## config.mk

```make
export PLATFORM = sky130hd
export DESIGN_NAME = pthl_timer
export DESIGN_NICKNAME = d
export VERILOG_FILES = /design/src/core/pthl_pkg.sv /design/src/core/pthl_timer.sv
export VERILOG_INCLUDE_DIRS = /design/src /design/src/core
export SDC_FILE = /design/constraint.sdc
export NUM_CORES = 1
export LEC_CHECK = 0
export ABC_AREA = 1
export BUFFER_PORTS_ARGS = -buffer_cell sky130_fd_sc_hd__buf_2
export CAP_MARGIN = 15
export CELL_PAD_IN_SITES_DETAIL_PLACEMENT = 0
export CELL_PAD_IN_SITES_GLOBAL_PLACEMENT = 1
export CORE_ASPECT_RATIO = 1.2
export CORE_MARGIN = 2
export CORE_UTILIZATION = 41
export DETAILED_ROUTE_END_ITERATION = 10
export HOLD_SLACK_MARGIN = 0.1
export PLACE_DENSITY = 0.89
export SETUP_SLACK_MARGIN = 0.05
export SLEW_MARGIN = 20
export SYNTH_ARGS = -nofsm -noshare
export SYNTH_HDL_FRONTEND = slang
export SYNTH_SLANG_ARGS = --single-unit
```

## constraint.sdc

```tcl
create_clock -name clk -period 6.6 [get_ports clk]
set_input_delay 0.33 -clock clk [delete_from_list [all_inputs] [get_ports clk]]
set_output_delay 0.33 -clock clk [all_outputs]
set_load 0.01 [all_outputs]
```

## src/core/pthl_map.svh

```systemverilog
// Register map, field layout, reset values and decode constants for the period timer.
// Assumes a 32-bit APB slave with one aligned word per register.
`ifndef PTHL_MAP_SVH
`define PTHL_MAP_SVH
`define PTHL_OFS_COUNT   12'h000
`define PTHL_OFS_PERIOD  12'h004
`define PTHL_OFS_CTRL    12'h008
`define PTHL_OFS_LIMIT   12'h00C
`define PTHL_OFS_FLAG    12'h010
`define PTHL_PERIOD_RST  8'hFF
`define PTHL_COUNT_RST   8'h00
`define PTHL_CTRL_RST    8'h00
`define PTHL_LIMIT_RST   5'h00
`define PTHL_CTRL_RUN    7
`define PTHL_CTRL_PRE_HI 6
`define PTHL_CTRL_PRE_LO 4
`define PTHL_CTRL_PST_HI 3
`define PTHL_CTRL_PST_LO 0
`define PTHL_LIM_ASYNC   5
`define PTHL_LIM_MODE_HI 4
`define PTHL_LIM_MODE_LO 0
`define PTHL_PRE_ONE     7'h01
`endif

```

## src/core/pthl_pkg.sv

```systemverilog
// Types shared by the period timer design.
// Constants live in pthl_map.svh.
package pthl_pkg;
	typedef enum logic [1:0] {
		PTHL_FREE = 2'h0,
		PTHL_ONESHOT = 2'h1,
		PTHL_MONO = 2'h2,
		PTHL_RSVD = 2'h3
	} pthl_major_t;

	typedef struct packed {
		logic [7:0] count;
		logic       tick;
		logic       match;
		logic       period_pulse;
	} pthl_pwm_t;

	typedef struct packed {
		logic        psel;
		logic        penable;
		logic        pwrite;
		logic [11:0] paddr;
		logic [31:0] pwdata;
	} pthl_apb_req_t;
endpackage : pthl_pkg

```

## src/core/pthl_timer.sv

```systemverilog
// Period timer with hardware limit control, APB register slave.
// Assumes the external reset signal and timer clock arrive from outside the clock domain.
`timescale 1ns/100ps
`default_nettype none
`include "pthl_map.svh"
module pthl_timer
	import pthl_pkg::*;
(
	// Clock, reset, enable
	input  wire logic          clk,
	input  wire logic          rst_n,
	input  wire logic          clk_en,
	// APB slave
	input  wire pthl_apb_req_t apb_req,
	output logic [31:0]        prdata,
	output logic               pready,
	output logic               pslverr,
	// External signals
	input  wire logic          timer_clk_in,
	input  wire logic          external_reset_signal,
	input  wire logic          debug_freeze,
	// Peripheral outputs
	output pthl_pwm_t          pwm_out,
	output logic               period_pulse_out
);
	logic [1:0] tsync_q, tsync_d, esync_q, esync_d;
	logic       tprev_q, tprev_d, eprev_q, eprev_d;
	logic [7:0] cnt_q, cnt_d, per_q, per_d, ctl_q, ctl_d;
	logic [5:0] lim_q, lim_d;
	logic [6:0] pre_q, pre_d;
	logic [3:0] pst_q, pst_d;
	logic       flag_q, flag_d, pulse_q, pulse_d, armed_q, armed_d;
	logic       runprev_q, runprev_d, match_q, match_d;

	// Ratio 1:2^n for the prescaler select field.
	function automatic logic [6:0] pre_limit(input logic [2:0] sel);
		pre_limit = 7'((8'h01 << sel) - 8'h01);
	endfunction : pre_limit

	logic       wr, rd, ext_raw, tick_src, tick, run;
	logic       e_rise, e_fall, e_lvl, e_clr, e_start, sreset;
	logic [2:0] sub;
	pthl_major_t major;

	assign wr = apb_req.psel && apb_req.penable && apb_req.pwrite;
	assign rd = apb_req.psel && !apb_req.pwrite;
	assign pready = 1'b1;
	assign run = ctl_q[`PTHL_CTRL_RUN];
	assign major = pthl_major_t'(lim_q[`PTHL_LIM_MODE_HI:`PTHL_LIM_MODE_HI-1]);
	assign sub = lim_q[2:0];
	// The second synchroniser stage is the only one read by logic.
	assign ext_raw = esync_q[1] && !debug_freeze;
	assign e_rise = ext_raw && !eprev_q;
	assign e_fall = !ext_raw && eprev_q;
	// The async select bit is stored and read back, but both settings take the tick from
	// the second synchroniser stage: with a single clock a raw pin edge cannot be used
	// safely, so the trade is two cycles of extra tick latency for metastability safety.
	assign tick_src = lim_q[`PTHL_LIM_ASYNC] ? tsync_q[1] : tsync_q[1];
	// The exported tick is held off while stopped so that consumers see no phantom ticks.
	assign tick = clk_en && run && tick_src && !tprev_q
		&& (pre_q == pre_limit(ctl_q[6:4]));

	always_comb begin
		e_lvl = 1'b1;
		e_clr = 1'b0;
		e_start = 1'b0;
		unique case (major)
			PTHL_FREE: begin
				unique case (sub)
					3'h1: e_lvl = ext_raw;
					3'h2: e_lvl = !ext_raw;
					3'h3: e_clr = e_rise || e_fall;
					3'h4: e_clr = e_rise;
					3'h5: e_clr = e_fall;
					3'h6: e_clr = !ext_raw;
					3'h7: e_clr = ext_raw;
					default: e_lvl = 1'b1;
				endcase
			end
			PTHL_ONESHOT, PTHL_MONO: begin
				unique case (sub)
					3'h0: e_start = (major == PTHL_ONESHOT);
					3'h1, 3'h4: e_start = e_rise;
					3'h2, 3'h5: e_start = e_fall;
					3'h3: e_start = e_rise || e_fall;
					3'h6: e_start = (major == PTHL_MONO) ? ext_raw : e_rise;
					default: e_start = (major == PTHL_MONO) ? !ext_raw : e_fall;
				endcase
				if (major == PTHL_ONESHOT) begin
					e_clr = (sub == 3'h4 && e_rise) || (sub == 3'h5 && e_fall)
						|| (sub == 3'h6 && !ext_raw) || (sub == 3'h7 && ext_raw);
				end else if (sub >= 3'h6) begin
					e_clr = (sub == 3'h6) ? !ext_raw : ext_raw;
				end
				if (major == PTHL_MONO && (sub == 3'h0 || sub == 3'h4 || sub == 3'h5)) begin
					e_start = 1'b0;
				end
			end
			PTHL_RSVD: e_lvl = 1'b0;
		endcase
	end

	assign sreset = wr && (apb_req.paddr == `PTHL_OFS_COUNT || apb_req.paddr == `PTHL_OFS_CTRL);

	always_comb begin
		tsync_d = {tsync_q[0], timer_clk_in};
		esync_d = {esync_q[0], external_reset_signal};
		tprev_d = tick_src;
		eprev_d = ext_raw;
		cnt_d = cnt_q;
		per_d = per_q;
		ctl_d = ctl_q;
		lim_d = lim_q;
		pre_d = pre_q;
		pst_d = pst_q;
		pulse_d = 1'b0;
		flag_d = flag_q;
		armed_d = armed_q;
		runprev_d = run;
		match_d = (cnt_q == per_q);
		if (run && !runprev_q) begin
			armed_d = 1'b0;
		end
		if (run && tick_src && !tprev_q && major != PTHL_RSVD && e_lvl) begin
			pre_d = (pre_q == pre_limit(ctl_q[6:4])) ? 7'h00 : 7'(pre_q + 7'h01);
		end
		if (e_start && run) begin
			armed_d = 1'b1;
		end
		if (run && tick && e_lvl && (major == PTHL_FREE || armed_q) && major != PTHL_RSVD) begin
			if (cnt_q == per_q) begin
				cnt_d = `PTHL_COUNT_RST;
				if (pst_q == ctl_q[3:0]) begin
					pst_d = 4'h0;
					pulse_d = 1'b1;
				end else begin
					pst_d = 4'(pst_q + 4'h1);
				end
				if (major == PTHL_ONESHOT) begin
					ctl_d[`PTHL_CTRL_RUN] = 1'b0;
				end
				if (major != PTHL_FREE) begin
					armed_d = 1'b0;
				end
			end else begin
				cnt_d = 8'(cnt_q + 8'h01);
			end
		end
		if (run && e_clr) begin
			cnt_d = `PTHL_COUNT_RST;
			pre_d = 7'h00;
			pst_d = 4'h0;
		end
		if (wr) begin
			unique case (apb_req.paddr)
				`PTHL_OFS_COUNT: begin
					cnt_d = apb_req.pwdata[7:0];
					pre_d = 7'h00;
					pst_d = 4'h0;
				end
				`PTHL_OFS_PERIOD: per_d = apb_req.pwdata[7:0];
				`PTHL_OFS_CTRL: begin
					ctl_d = apb_req.pwdata[7:0];
					pre_d = 7'h00;
					pst_d = 4'h0;
				end
				`PTHL_OFS_LIMIT: lim_d = apb_req.pwdata[5:0];
				`PTHL_OFS_FLAG: flag_d = flag_q && !apb_req.pwdata[0];
				default: flag_d = flag_q;
			endcase
		end
		if (pulse_d) begin
			flag_d = 1'b1;
		end
	end

	always_ff @(posedge clk or negedge rst_n) begin
		if (!rst_n) begin
			tsync_q <= 2'h0;
			esync_q <= 2'h0;
			tprev_q <= 1'b0;
			eprev_q <= 1'b0;
			cnt_q <= `PTHL_COUNT_RST;
			per_q <= `PTHL_PERIOD_RST;
			ctl_q <= `PTHL_CTRL_RST;
			lim_q <= {1'b0, `PTHL_LIMIT_RST};
			pre_q <= 7'h00;
			pst_q <= 4'h0;
			pulse_q <= 1'b0;
			flag_q <= 1'b0;
			armed_q <= 1'b0;
			runprev_q <= 1'b0;
			match_q <= 1'b0;
		end else if (clk_en) begin
			tsync_q <= tsync_d;
			esync_q <= esync_d;
			tprev_q <= tprev_d;
			eprev_q <= eprev_d;
			cnt_q <= cnt_d;
			per_q <= per_d;
			ctl_q <= ctl_d;
			lim_q <= lim_d;
			pre_q <= pre_d;
			pst_q <= pst_d;
			pulse_q <= pulse_d;
			flag_q <= flag_d;
			armed_q <= armed_d;
			runprev_q <= runprev_d;
			match_q <= match_d;
		end
	end

	always_comb begin
		prdata = 32'h0000_0000;
		pslverr = 1'b0;
		if (rd) begin
			unique case (apb_req.paddr)
				`PTHL_OFS_COUNT: prdata = {24'h000000, cnt_q};
				`PTHL_OFS_PERIOD: prdata = {24'h000000, per_q};
				`PTHL_OFS_CTRL: prdata = {24'h000000, ctl_q};
				`PTHL_OFS_LIMIT: prdata = {26'h0000000, lim_q};
				`PTHL_OFS_FLAG: prdata = {31'h00000000, flag_q};
				default: pslverr = apb_req.penable;
			endcase
		end else if (apb_req.psel && apb_req.penable) begin
			pslverr = !(apb_req.paddr inside {`PTHL_OFS_COUNT, `PTHL_OFS_PERIOD,
				`PTHL_OFS_CTRL, `PTHL_OFS_LIMIT, `PTHL_OFS_FLAG});
		end
	end

	assign period_pulse_out = pulse_q;
	assign pwm_out = '{count: cnt_q, tick: tick, match: match_q, period_pulse: pulse_q};
endmodule : pthl_timer
`default_nettype wire

```

# Word-level counts from Yosys, hierarchy flattened
# Index checks and enable logic that the tools add are counted.
totals:
  input_bits: 53
  out_inout_bits: 46
  ff_bits: 52
  elab_cells: 147
op_classes:
  shifts: 1
  eq_ne: 18
  magnitude_cmp: 1
  n_addsub: 4
  mux: 49
  n_reduce_logical: 58
ops:
  columns: ["cell", "n"]
  rows:
  - ["$mux W8", 7]
  - ["$pmux W8 S5", 1]
  - ["$mux W7", 5]
  - ["$mux W32", 1]
  - ["$logic_and A1 B1 Y1", 27]
  - ["$eq A12 B4 Y1 const B", 2]
  - ["$mux W1", 24]
  - ["$mux W4", 6]
  - ["$eq A12 B3 Y1 const B", 1]
  - ["$eq A12 B5 Y1 const B", 1]
  - ["$eq A3 B3 Y1 const B", 4]
  - ["$logic_not A12 Y1", 1]
  - ["$reduce_and A3 Y1", 4]
  - ["$pmux W1 S5", 2]
  - ["$add A8 B1 Y8 const B", 1]
  - ["$eq A8 B8 Y1", 1]
  - ["$logic_not A1 Y1", 8]
  - ["$reduce_or A2 Y1", 4]
  - ["$add A7 B1 Y7 const B", 1]
  - ["$eq A7 B7 Y1", 1]
  - ["$logic_or A1 B1 Y1", 7]
  - ["$shl A1 B3 Y7 const A", 1]
  - ["$sub A7 B1 Y7 const B", 1]
  - ["$eq A3 B2 Y1 const B", 2]
  - ["other kinds (13)", 18]

# Logic depth before layout (Yosys ltp)
# Gate-level depths: netlist of run 1.
logic_depth:
  ltp_word: 14
  ltp_mapped: 18
  mapped_depth_nobuf: 17

# Worst setup path before layout of run 1
# No wires, ideal clock.
synth_path:
  path_type: "flip-flop to flip-flop"
  start: "reg ctl_q[5]"
  end: "reg pst_q[3]"
  period_less_slack_ns: 2.221
  t_arrival_ns: 2.090
  setup_slack_ns: 4.379
  stages_incl_launch_ff: 17
  setup_time_ns: 0.131
  path_buffers: 1
  t_required_ns: 6.469
  cell_sequence: "dfrtp_1 > buf_6 > nor2_2 > nand2_1 > ha_1 > inv_1 > nand2_1 > nand2_1 > nand2_1 > nor2_1 > nand3_2 > nor2_8 > nand4_4 > nor2_8 > nand2_1 > nand4_1 > o21ai_1"
synth_via:
  elab_chain_len: 12
synth_rtl:
  columns: ["item", "line_no", "source"]
  rows:
  - ["start, declared", "pthl_timer.sv:28", "logic [7:0] cnt_q, cnt_d, per_q, per_d, ctl_q, ctl_d;"]
  - ["start signal, assigned", "pthl_timer.sv:185", "ctl_q <= `PTHL_CTRL_RST;"]
  - ["start signal, assigned", "pthl_timer.sv:201", "ctl_q <= ctl_d;"]
  - ["$shl A1 B3 Y7 (*)", "pthl_timer.sv:37", "pre_limit = 7'((8'h01 << sel) - 8'h01);"]
  - ["$sub A7 B1 Y7 (*)", "pthl_timer.sv:37", null]
  - ["$eq A7 B7 Y1 (*)", "pthl_timer.sv:61", "&& (pre_q == pre_limit(ctl_q[6:4]));"]
  - ["$logic_and A1 B1 Y1 (*)", "pthl_timer.sv:61", null]
  - ["$logic_and A1 B1 Y1 (*) (4 in a row)", "pthl_timer.sv:130", "if (run && tick && e_lvl && (major == PTHL_FREE || armed_q) && major != PTHL_RSVD) begin"]
  - ["$mux W4 (*)", "pthl_timer.sv:130", null]
  - ["$mux W4 (*)", "pthl_timer.sv:149", "if (run && e_clr) begin"]
  - ["$mux W4", "pthl_timer.sv:155", "unique case (apb_req.paddr)"]
  - ["$mux W4 (*)", "pthl_timer.sv:154", "if (wr) begin"]
  - ["end signal, assigned", "pthl_timer.sv:204", "pst_q <= pst_d;"]
  - ["end, declared", "pthl_timer.sv:31", "logic [3:0] pst_q, pst_d;"]
# Mark *: on every way between the ends. The rest lies on a longest branch, timed or not.
# A chain may end at the register's enable or synchronous reset.

# Worst setup path after layout of run 1
layout_path:
  start: "reg ctl_q[5]"
  end: "reg pst_q[2]"
# Same word-level chain as after synthesis.

==> results.sh, run 1 <==
export IMPL_outcome="completed"
export IMPL_grt_pass1_wl_um=16100
export IMPL_postPlaceCellArea_um2=4130
export IMPL_post_cts_buffers=0
export IMPL_ctsResizeCount=0
export IMPL_final_common_cell="nand2_1"
export IMPL_final_nets=662
export IMPL_cts_root_buffer="clkbuf_16"
export IMPL_row_count=39
export IMPL_final_max_slew_violation_count=0
export IMPL_max_stage_delay_ns=0.48
export IMPL_arrival_ns=2.77
export IMPL_min_path_type="primary input to async pin"
export IMPL_cts_tree="built"
export IMPL_ys_types=46
export IMPL_die_h_um=111
export IMPL_synth_area_um2=3910
export IMPL_worst_clock_skew_ns=0.00619
export IMPL_synth_area_per_cell_um2=7.02
export IMPL_grt_max_degree=53
export IMPL_synthArstFlopShare_pct=100
export IMPL_antenna_found_initial=0
export IMPL_dp_cells=714
export IMPL_start_util_pct=41.5
export IMPL_cts_sinks=52
export IMPL_finalSetupViolCount=0
export IMPL_wl_per_cell_um=13.3
export IMPL_ir_worst_vdd_v=0.000101
export IMPL_finalPower_mw=1.09
export IMPL_cts_htree_levels=2
export IMPL_synth_edff_count=0
export IMPL_cts_buffer_depth=2
export IMPL_cp_start_kind="flip-flop"
export IMPL_fin_cells=722
export IMPL_cts_buffers=5
export IMPL_critPathSlowestCell="dfrtp_1"
export IMPL_dpl_hpwl_um=7300
export IMPL_rsz0062_at_grt="false"
export IMPL_ant_nets=0
export IMPL_place_gp_congestion=0.884
export IMPL_drv_cap=0
export IMPL_yosys_warnings=0
export IMPL_fp_dieArea_um2=10300
export IMPL_drtPass1Iterations=5
export IMPL_p_per_area_nw_per_um2=254
export IMPL_routed_wl_um=9580
export IMPL_port_buffers=49
export IMPL_crit_buf_inv=1
export IMPL_final_area_um2=4280
export IMPL_ctsHoldBuffers=0
export IMPL_vias=3582
export IMPL_fin_tns_setup_ns=0
export IMPL_route_detailed_drc=0
export IMPL_die_width_um=93.1
export IMPL_grt_overflow=0
export IMPL_ys_ff_latch=52
export IMPL_whs_ns=0.170
export IMPL_ios=99
export IMPL_layout_common_cells="142 x nand2_1, 86 x inv_1, 49 x buf_2, 45 x o21ai_0, 44 x dfrtp_1"
export IMPL_clock_latency_ns=0.29
export IMPL_worst_pin_slew_ns=0.694
export IMPL_crit_required_ns=6.75
export IMPL_area_growth_pct=9.41
export IMPL_synth_main_ff_cell="dfrtp_1"
export IMPL_finalHoldViolations=0
export IMPL_p_leak_nw=2.20
export IMPL_first_global_vias=3517
export IMPL_path_cells="nor2_2, nand2_1, ha_1, inv_1, nand2_1, nand2_1, nand2_1, nor2_1, nand3_2, nor2_8, nand4_4, nor2_8, nand2_1, nand3_1, o21ai_1"
export IMPL_finalCriticalPeriod_ns=2.62
export IMPL_finalCritPeriodShare_pct=39.7
export IMPL_synth_cells=557
export IMPL_layout_drive_gt1_share_pct=15.0
export IMPL_cp_max_fo=8
export IMPL_cp_common_cell="nand2_1"
export IMPL_crit_type="flip-flop to flip-flop"
export IMPL_grt_usage_pct=19.2
export IMPL_diodes=0
export IMPL_drt_iter0_markers=243
export IMPL_relSlewSlack_pct=53.7
export IMPL_end_kind="flip-flop"
export IMPL_clock_fmax_mhz=381
export IMPL_via_per_inst=4.96
export IMPL_seq_area_frac_synth_pct=33.6
export IMPL_critical_path_top_delay_family="simple AND/OR/NAND/NOR gates"
export IMPL_clk_pin_slew_ns=0.07
export IMPL_core_area_um2=9420
[stage by stage]
stage,worst slack (ns),utilization (%)
6_report,3.98,45.4
5_1_grt,3.67,45.4
4_1_cts,3.95,45.4
3_5_place_dp,3.91,43.8
3_3_place_gp,3.94,43.8
2_1_floorplan,4.38,-
[worst paths after layout]
path,start,endpoint,slack (ns),cells past startpoint
worst min register to register,esync_q[1],esync_q[1],0.48,2
worst max-delay path,ctl_q[5],pst_q[2],3.98,15
worst min-delay path,rst_n,pre_q[2],0.17,2
min in group clk,external_reset_signal,esync_q[0],0.25,3
max in group asynchronous,rst_n,ctl_q[1],5.98,2
worst max register to register,ctl_q[5],pst_q[2],3.98,15
[cell usage after synthesis, types with 2 or more instances]
library cell  number  area [um2]
nand2_1          142         533
inv_1             86         323
o21ai_0           45         225
dfrtp_1           44        1100
nand3_1           40         200
nor2_1            35         131
buf_4             28         210
a21oi_1           14        70.1
o22ai_1           13        81.3
ha_1              11         138
nand4_1           11        68.8
xor2_1             9        78.8
dfstp_2            8         210
nor3_1             8        40.0
clkbuf_1           6        22.5
inv_2              5        18.8
o21ai_1            5        25.0
a221oi_1           4        35.0
buf_6              3        33.8
nand2_2            3        18.8
nor2_4             3        33.8
xnor2_1            3        26.3
a21oi_2            2        17.5
a31oi_1            2        12.5
conb_1             2        7.51
nand3b_1           2        15.0
nor2_2             2        12.5
nor2_8             2        40.0
o211ai_1           2        15.0
[state kept, by name (all words and copies together) (netlist names)]
signal,count
armed_q,1
cnt_q,8
ctl_q,8
eprev_q,1
esync_q,2
flag_q,1
lim_q,6
match_q,1
per_q,8
period_pulse_out,1
pre_q,7
pst_q,4
runprev_q,1
tprev_q,1
tsync_q,2
[cells by family after synthesis]
logic type	synth area share [%]
AOI/OAI and AO/OA	13.3
DFF	33.6
xor gates and xnor gates	2.69
buffers and inverters	15.9
other	0.192
adders and majority gates	3.52
and+or+nand+nor	30.8
[report_power, final]
part | total [mW] | internal, mW | switching (mW)
sequential | 0.444 | 0.370 | 0.0736
combinational | 0.373 | 0.138 | 0.235
clock | 0.270 | 0.151 | 0.119
[layout make-up]
cell class	count	area [um2]
clock buffers	7	143
clock inverters	1	7.51
fillers	953	5140
inverters	92	348
multi-input cells	397	2060
flip-flops and latches	52	1310
well taps	123	154
repair buffers	50	253
[metal layers]
metal	global-route usage [%]	vias to the layer above	part of all wire [%]
met5	0	-	0
met4	6.08	0	1.7
met3	3.33	15	4.2
met2	33.2	95	49
met1	24.1	1659	45
li1	-	1813	-
No activity file was read; power rests on OpenSTA's default activity.
==> run 2: changes to the inputs <==
--- a/config.mk
+++ b/config.mk
@@ -13,10 +13,10 @@
 export CELL_PAD_IN_SITES_GLOBAL_PLACEMENT = 1
 export CORE_ASPECT_RATIO = 1.2
 export CORE_MARGIN = 2
-export CORE_UTILIZATION = 41
+export CORE_UTILIZATION = 34
 export DETAILED_ROUTE_END_ITERATION = 10
 export HOLD_SLACK_MARGIN = 0.1
-export PLACE_DENSITY = 0.89
+export PLACE_DENSITY = 0.8
 export SETUP_SLACK_MARGIN = 0.05
 export SLEW_MARGIN = 20
 export SYNTH_ARGS = -nofsm -noshare
==> constraint.sdc (replaced) <==
create_clock -name clk -period 2.1 [get_ports clk]
set_input_delay 0.105 -clock clk [delete_from_list [all_inputs] [get_ports clk]]
set_output_delay 0.105 -clock clk [all_outputs]
set_load 0.01 [all_outputs]
==> results.sh, run 2 (same netlist as run 1, synthesis figures left out) <==
export IMPL_outcome="complete, but fails checks"
export IMPL_failed_checks="negative setup slack"
export IMPL_cp_start_kind="flip-flop"
export IMPL_relSlewSlack_pct=54.8
export IMPL_layout_drive_gt1_share_pct=25.3
export IMPL_rsz0062_at_grt="true"
export IMPL_seq_area_um2=1310
export IMPL_place_gp_congestion=0.903
export IMPL_final_max_slew_violation_count=0
export IMPL_worst_pin_slew_ns=0.678
export IMPL_diodes=0
export IMPL_power_switching_mw=1.48
export IMPL_grt_pass1_wl_um=17700
export IMPL_drv_cap=0
export IMPL_clkPwrFrac_pct=23.8
export IMPL_ant_nets=0
export IMPL_antenna_found_initial=0
export IMPL_p_per_area_nw_per_um2=759
export IMPL_finalPower_mw=3.64
export IMPL_cts_buffer_depth=2
export IMPL_combPwrFrac_pct=37.8
export IMPL_r2r_start="ctl_q[4]"
export IMPL_routed_wl_um=10700
export IMPL_die_h_um=121
export IMPL_reg_top3="cnt_q x8, ctl_q x8, per_q x8"
export IMPL_core_area_um2=11100
export IMPL_wl_per_cell_um=13.5
export IMPL_pwr_share_seq_pct=38.4
export IMPL_arrival_ns=2.52
export IMPL_internal_power_mw=2.16
export IMPL_critPathLaunch="ctl_q[4]"
export IMPL_postPlaceCellArea_um2=4400
export IMPL_dpl_hpwl_um=8250
export IMPL_min_from="apb_req[1]"
export IMPL_p_leak_nw=2.43
export IMPL_cts_root_buffer="clkbuf_16"
export IMPL_via_per_inst=4.82
export IMPL_cp_max_fo=7
export IMPL_port_buffers=49
export IMPL_drt_iter0_markers=229
export IMPL_final_nets=704
export IMPL_clock_fmax_mhz=428
export IMPL_ios=99
export IMPL_grt_overflow=0
export IMPL_finalSetupViolCount=17
export IMPL_die_width_um=102
export IMPL_grt_max_degree=53
export IMPL_start_util_pct=35.1
export IMPL_final_common_cell="nand2_1"
export IMPL_cts_tree="built"
export IMPL_worst_clock_skew_ns=0.00681
export IMPL_crit_required_ns=2.29
export IMPL_multiInputGateArea_um2=2170
export IMPL_end_kind="flip-flop"
export IMPL_ir_worst_vdd_v=0.000382
export IMPL_min_path_type="primary input to flip-flop"
export IMPL_cts_buffers=5
export IMPL_grt_usage_pct=18.1
export IMPL_first_global_vias=3720
export IMPL_clock_latency_ns=0.30
export IMPL_final_area_um2=4790
export IMPL_crit_type="flip-flop to flip-flop"
export IMPL_clk_pin_slew_ns=0.07
export IMPL_finalHoldViolations=0
export IMPL_finalCriticalPeriod_ns=2.34
export IMPL_area_growth_pct=22.7
export IMPL_layout_common_cells="126 x nand2_1, 80 x inv_1, 48 x buf_2, 43 x o21ai_0, 42 x dfrtp_1"
export IMPL_finalCritPeriodShare_pct=111
export IMPL_setup_slack_ns=-0.237
export IMPL_fp_dieArea_um2=12400
export IMPL_cts_sinks=52
export IMPL_route_detailed_drc=0
export IMPL_nFillCells=1219
export IMPL_cts_htree_levels=2
export IMPL_drtPass1Iterations=5
export IMPL_vias=3834
export IMPL_switching_share_pct=40.6
export IMPL_row_count=42
-- run 2: area by class of cell --
type / instances / area share (%)
Multi-Input combinational cell: 397 / 45.3
Sequential cell: 52 / 27.4
Timing Repair Buffer: 92 / 12.7
Tap cell: 154 / 4.02
Clock inverter: 1 / 0.157
Clock buffer: 7 / 2.97
Inverter: 92 / 7.41
-- run 2: worst max-delay path: stages, from the launching register on --
cell and delay (ns):
dfrtp_2 0.45, nor2_4 0.12, nand2_2 0.08, ha_4 0.28, nand2_2 0.05, nand2_2 0.06
nand2_2 0.05, nor2_2 0.12, nand3_2 0.13, nor2_8 0.16, nand4_4 0.17, nor2_8 0.24
nand2_2 0.12, nand4_1 0.11, o21ai_1 0.07
-- run 2: final timing paths --
kind                               to  depth (start not counted)  slack, ns
hold / removal               cnt_q[1]                          3       0.11
max in group asynchronous    ctl_q[4]                          3       1.15
hold reg to reg            esync_q[0]                          2       0.48
setup / recovery             pst_q[3]                         14      -0.24
setup reg to reg             pst_q[3]                         14      -0.24
min in group asynchronous    ctl_q[6]                          3       0.47
-- run 2: what timing repair did --
action	CTS	global route
buffers inserted	6	1
endpoints found under the setup margin	24	26
pin swaps	14	15
resized for setup	17	26
hold buffers	5	0
hold endpoints to repair	48	0
-- run 2: power groups by stage --
| stage | clock network [mW] | logic (mW) | registers (mW) |
|---|---|---|---|
| 3_5_place_dp | 0 | 1.26 | 1.40 |
| 3_3_place_gp | 0 | 1.24 | 1.40 |
| 4_1_cts | 0.879 | 1.29 | 1.39 |
| 2_1_floorplan | 0 | 0.908 | 1.39 |
| 6_report | 0.868 | 1.38 | 1.40 |
| 5_1_grt | 0.919 | 1.56 | 1.42 |
-- run 2: stage by stage --
stage | util, % | TNS, ns | cells | setup slack (ns) | hold slack (ns)
floorplan | - | -1.28 | 580 | -0.116 | -0.191
global placement | 39.5 | -2.74 | 775 | -0.238 | 0.278
detailed placement | 39.5 | -4.60 | 775 | -0.355 | 0.282
CTS | 42.3 | -2.11 | 794 | -0.162 | 0.106
global route | 43.0 | -6.29 | 795 | -0.389 | 0.158
finish | 43.0 | -3.15 | 795 | -0.237 | 0.107
-- run 2: metal layers --
| layer | wire length [um] | GRT usage (%) | vias to the layer above |
|---|---|---|---|
| li1 | - | - | 1898 |
| met1 | 4730 | 23.4 | 1794 |
| met2 | 5270 | 30.6 | 126 |
| met3 | 501 | 2.48 | 16 |
| met4 | 237 | 6.25 | 0 |
| met5 | 0 | 0 | - |
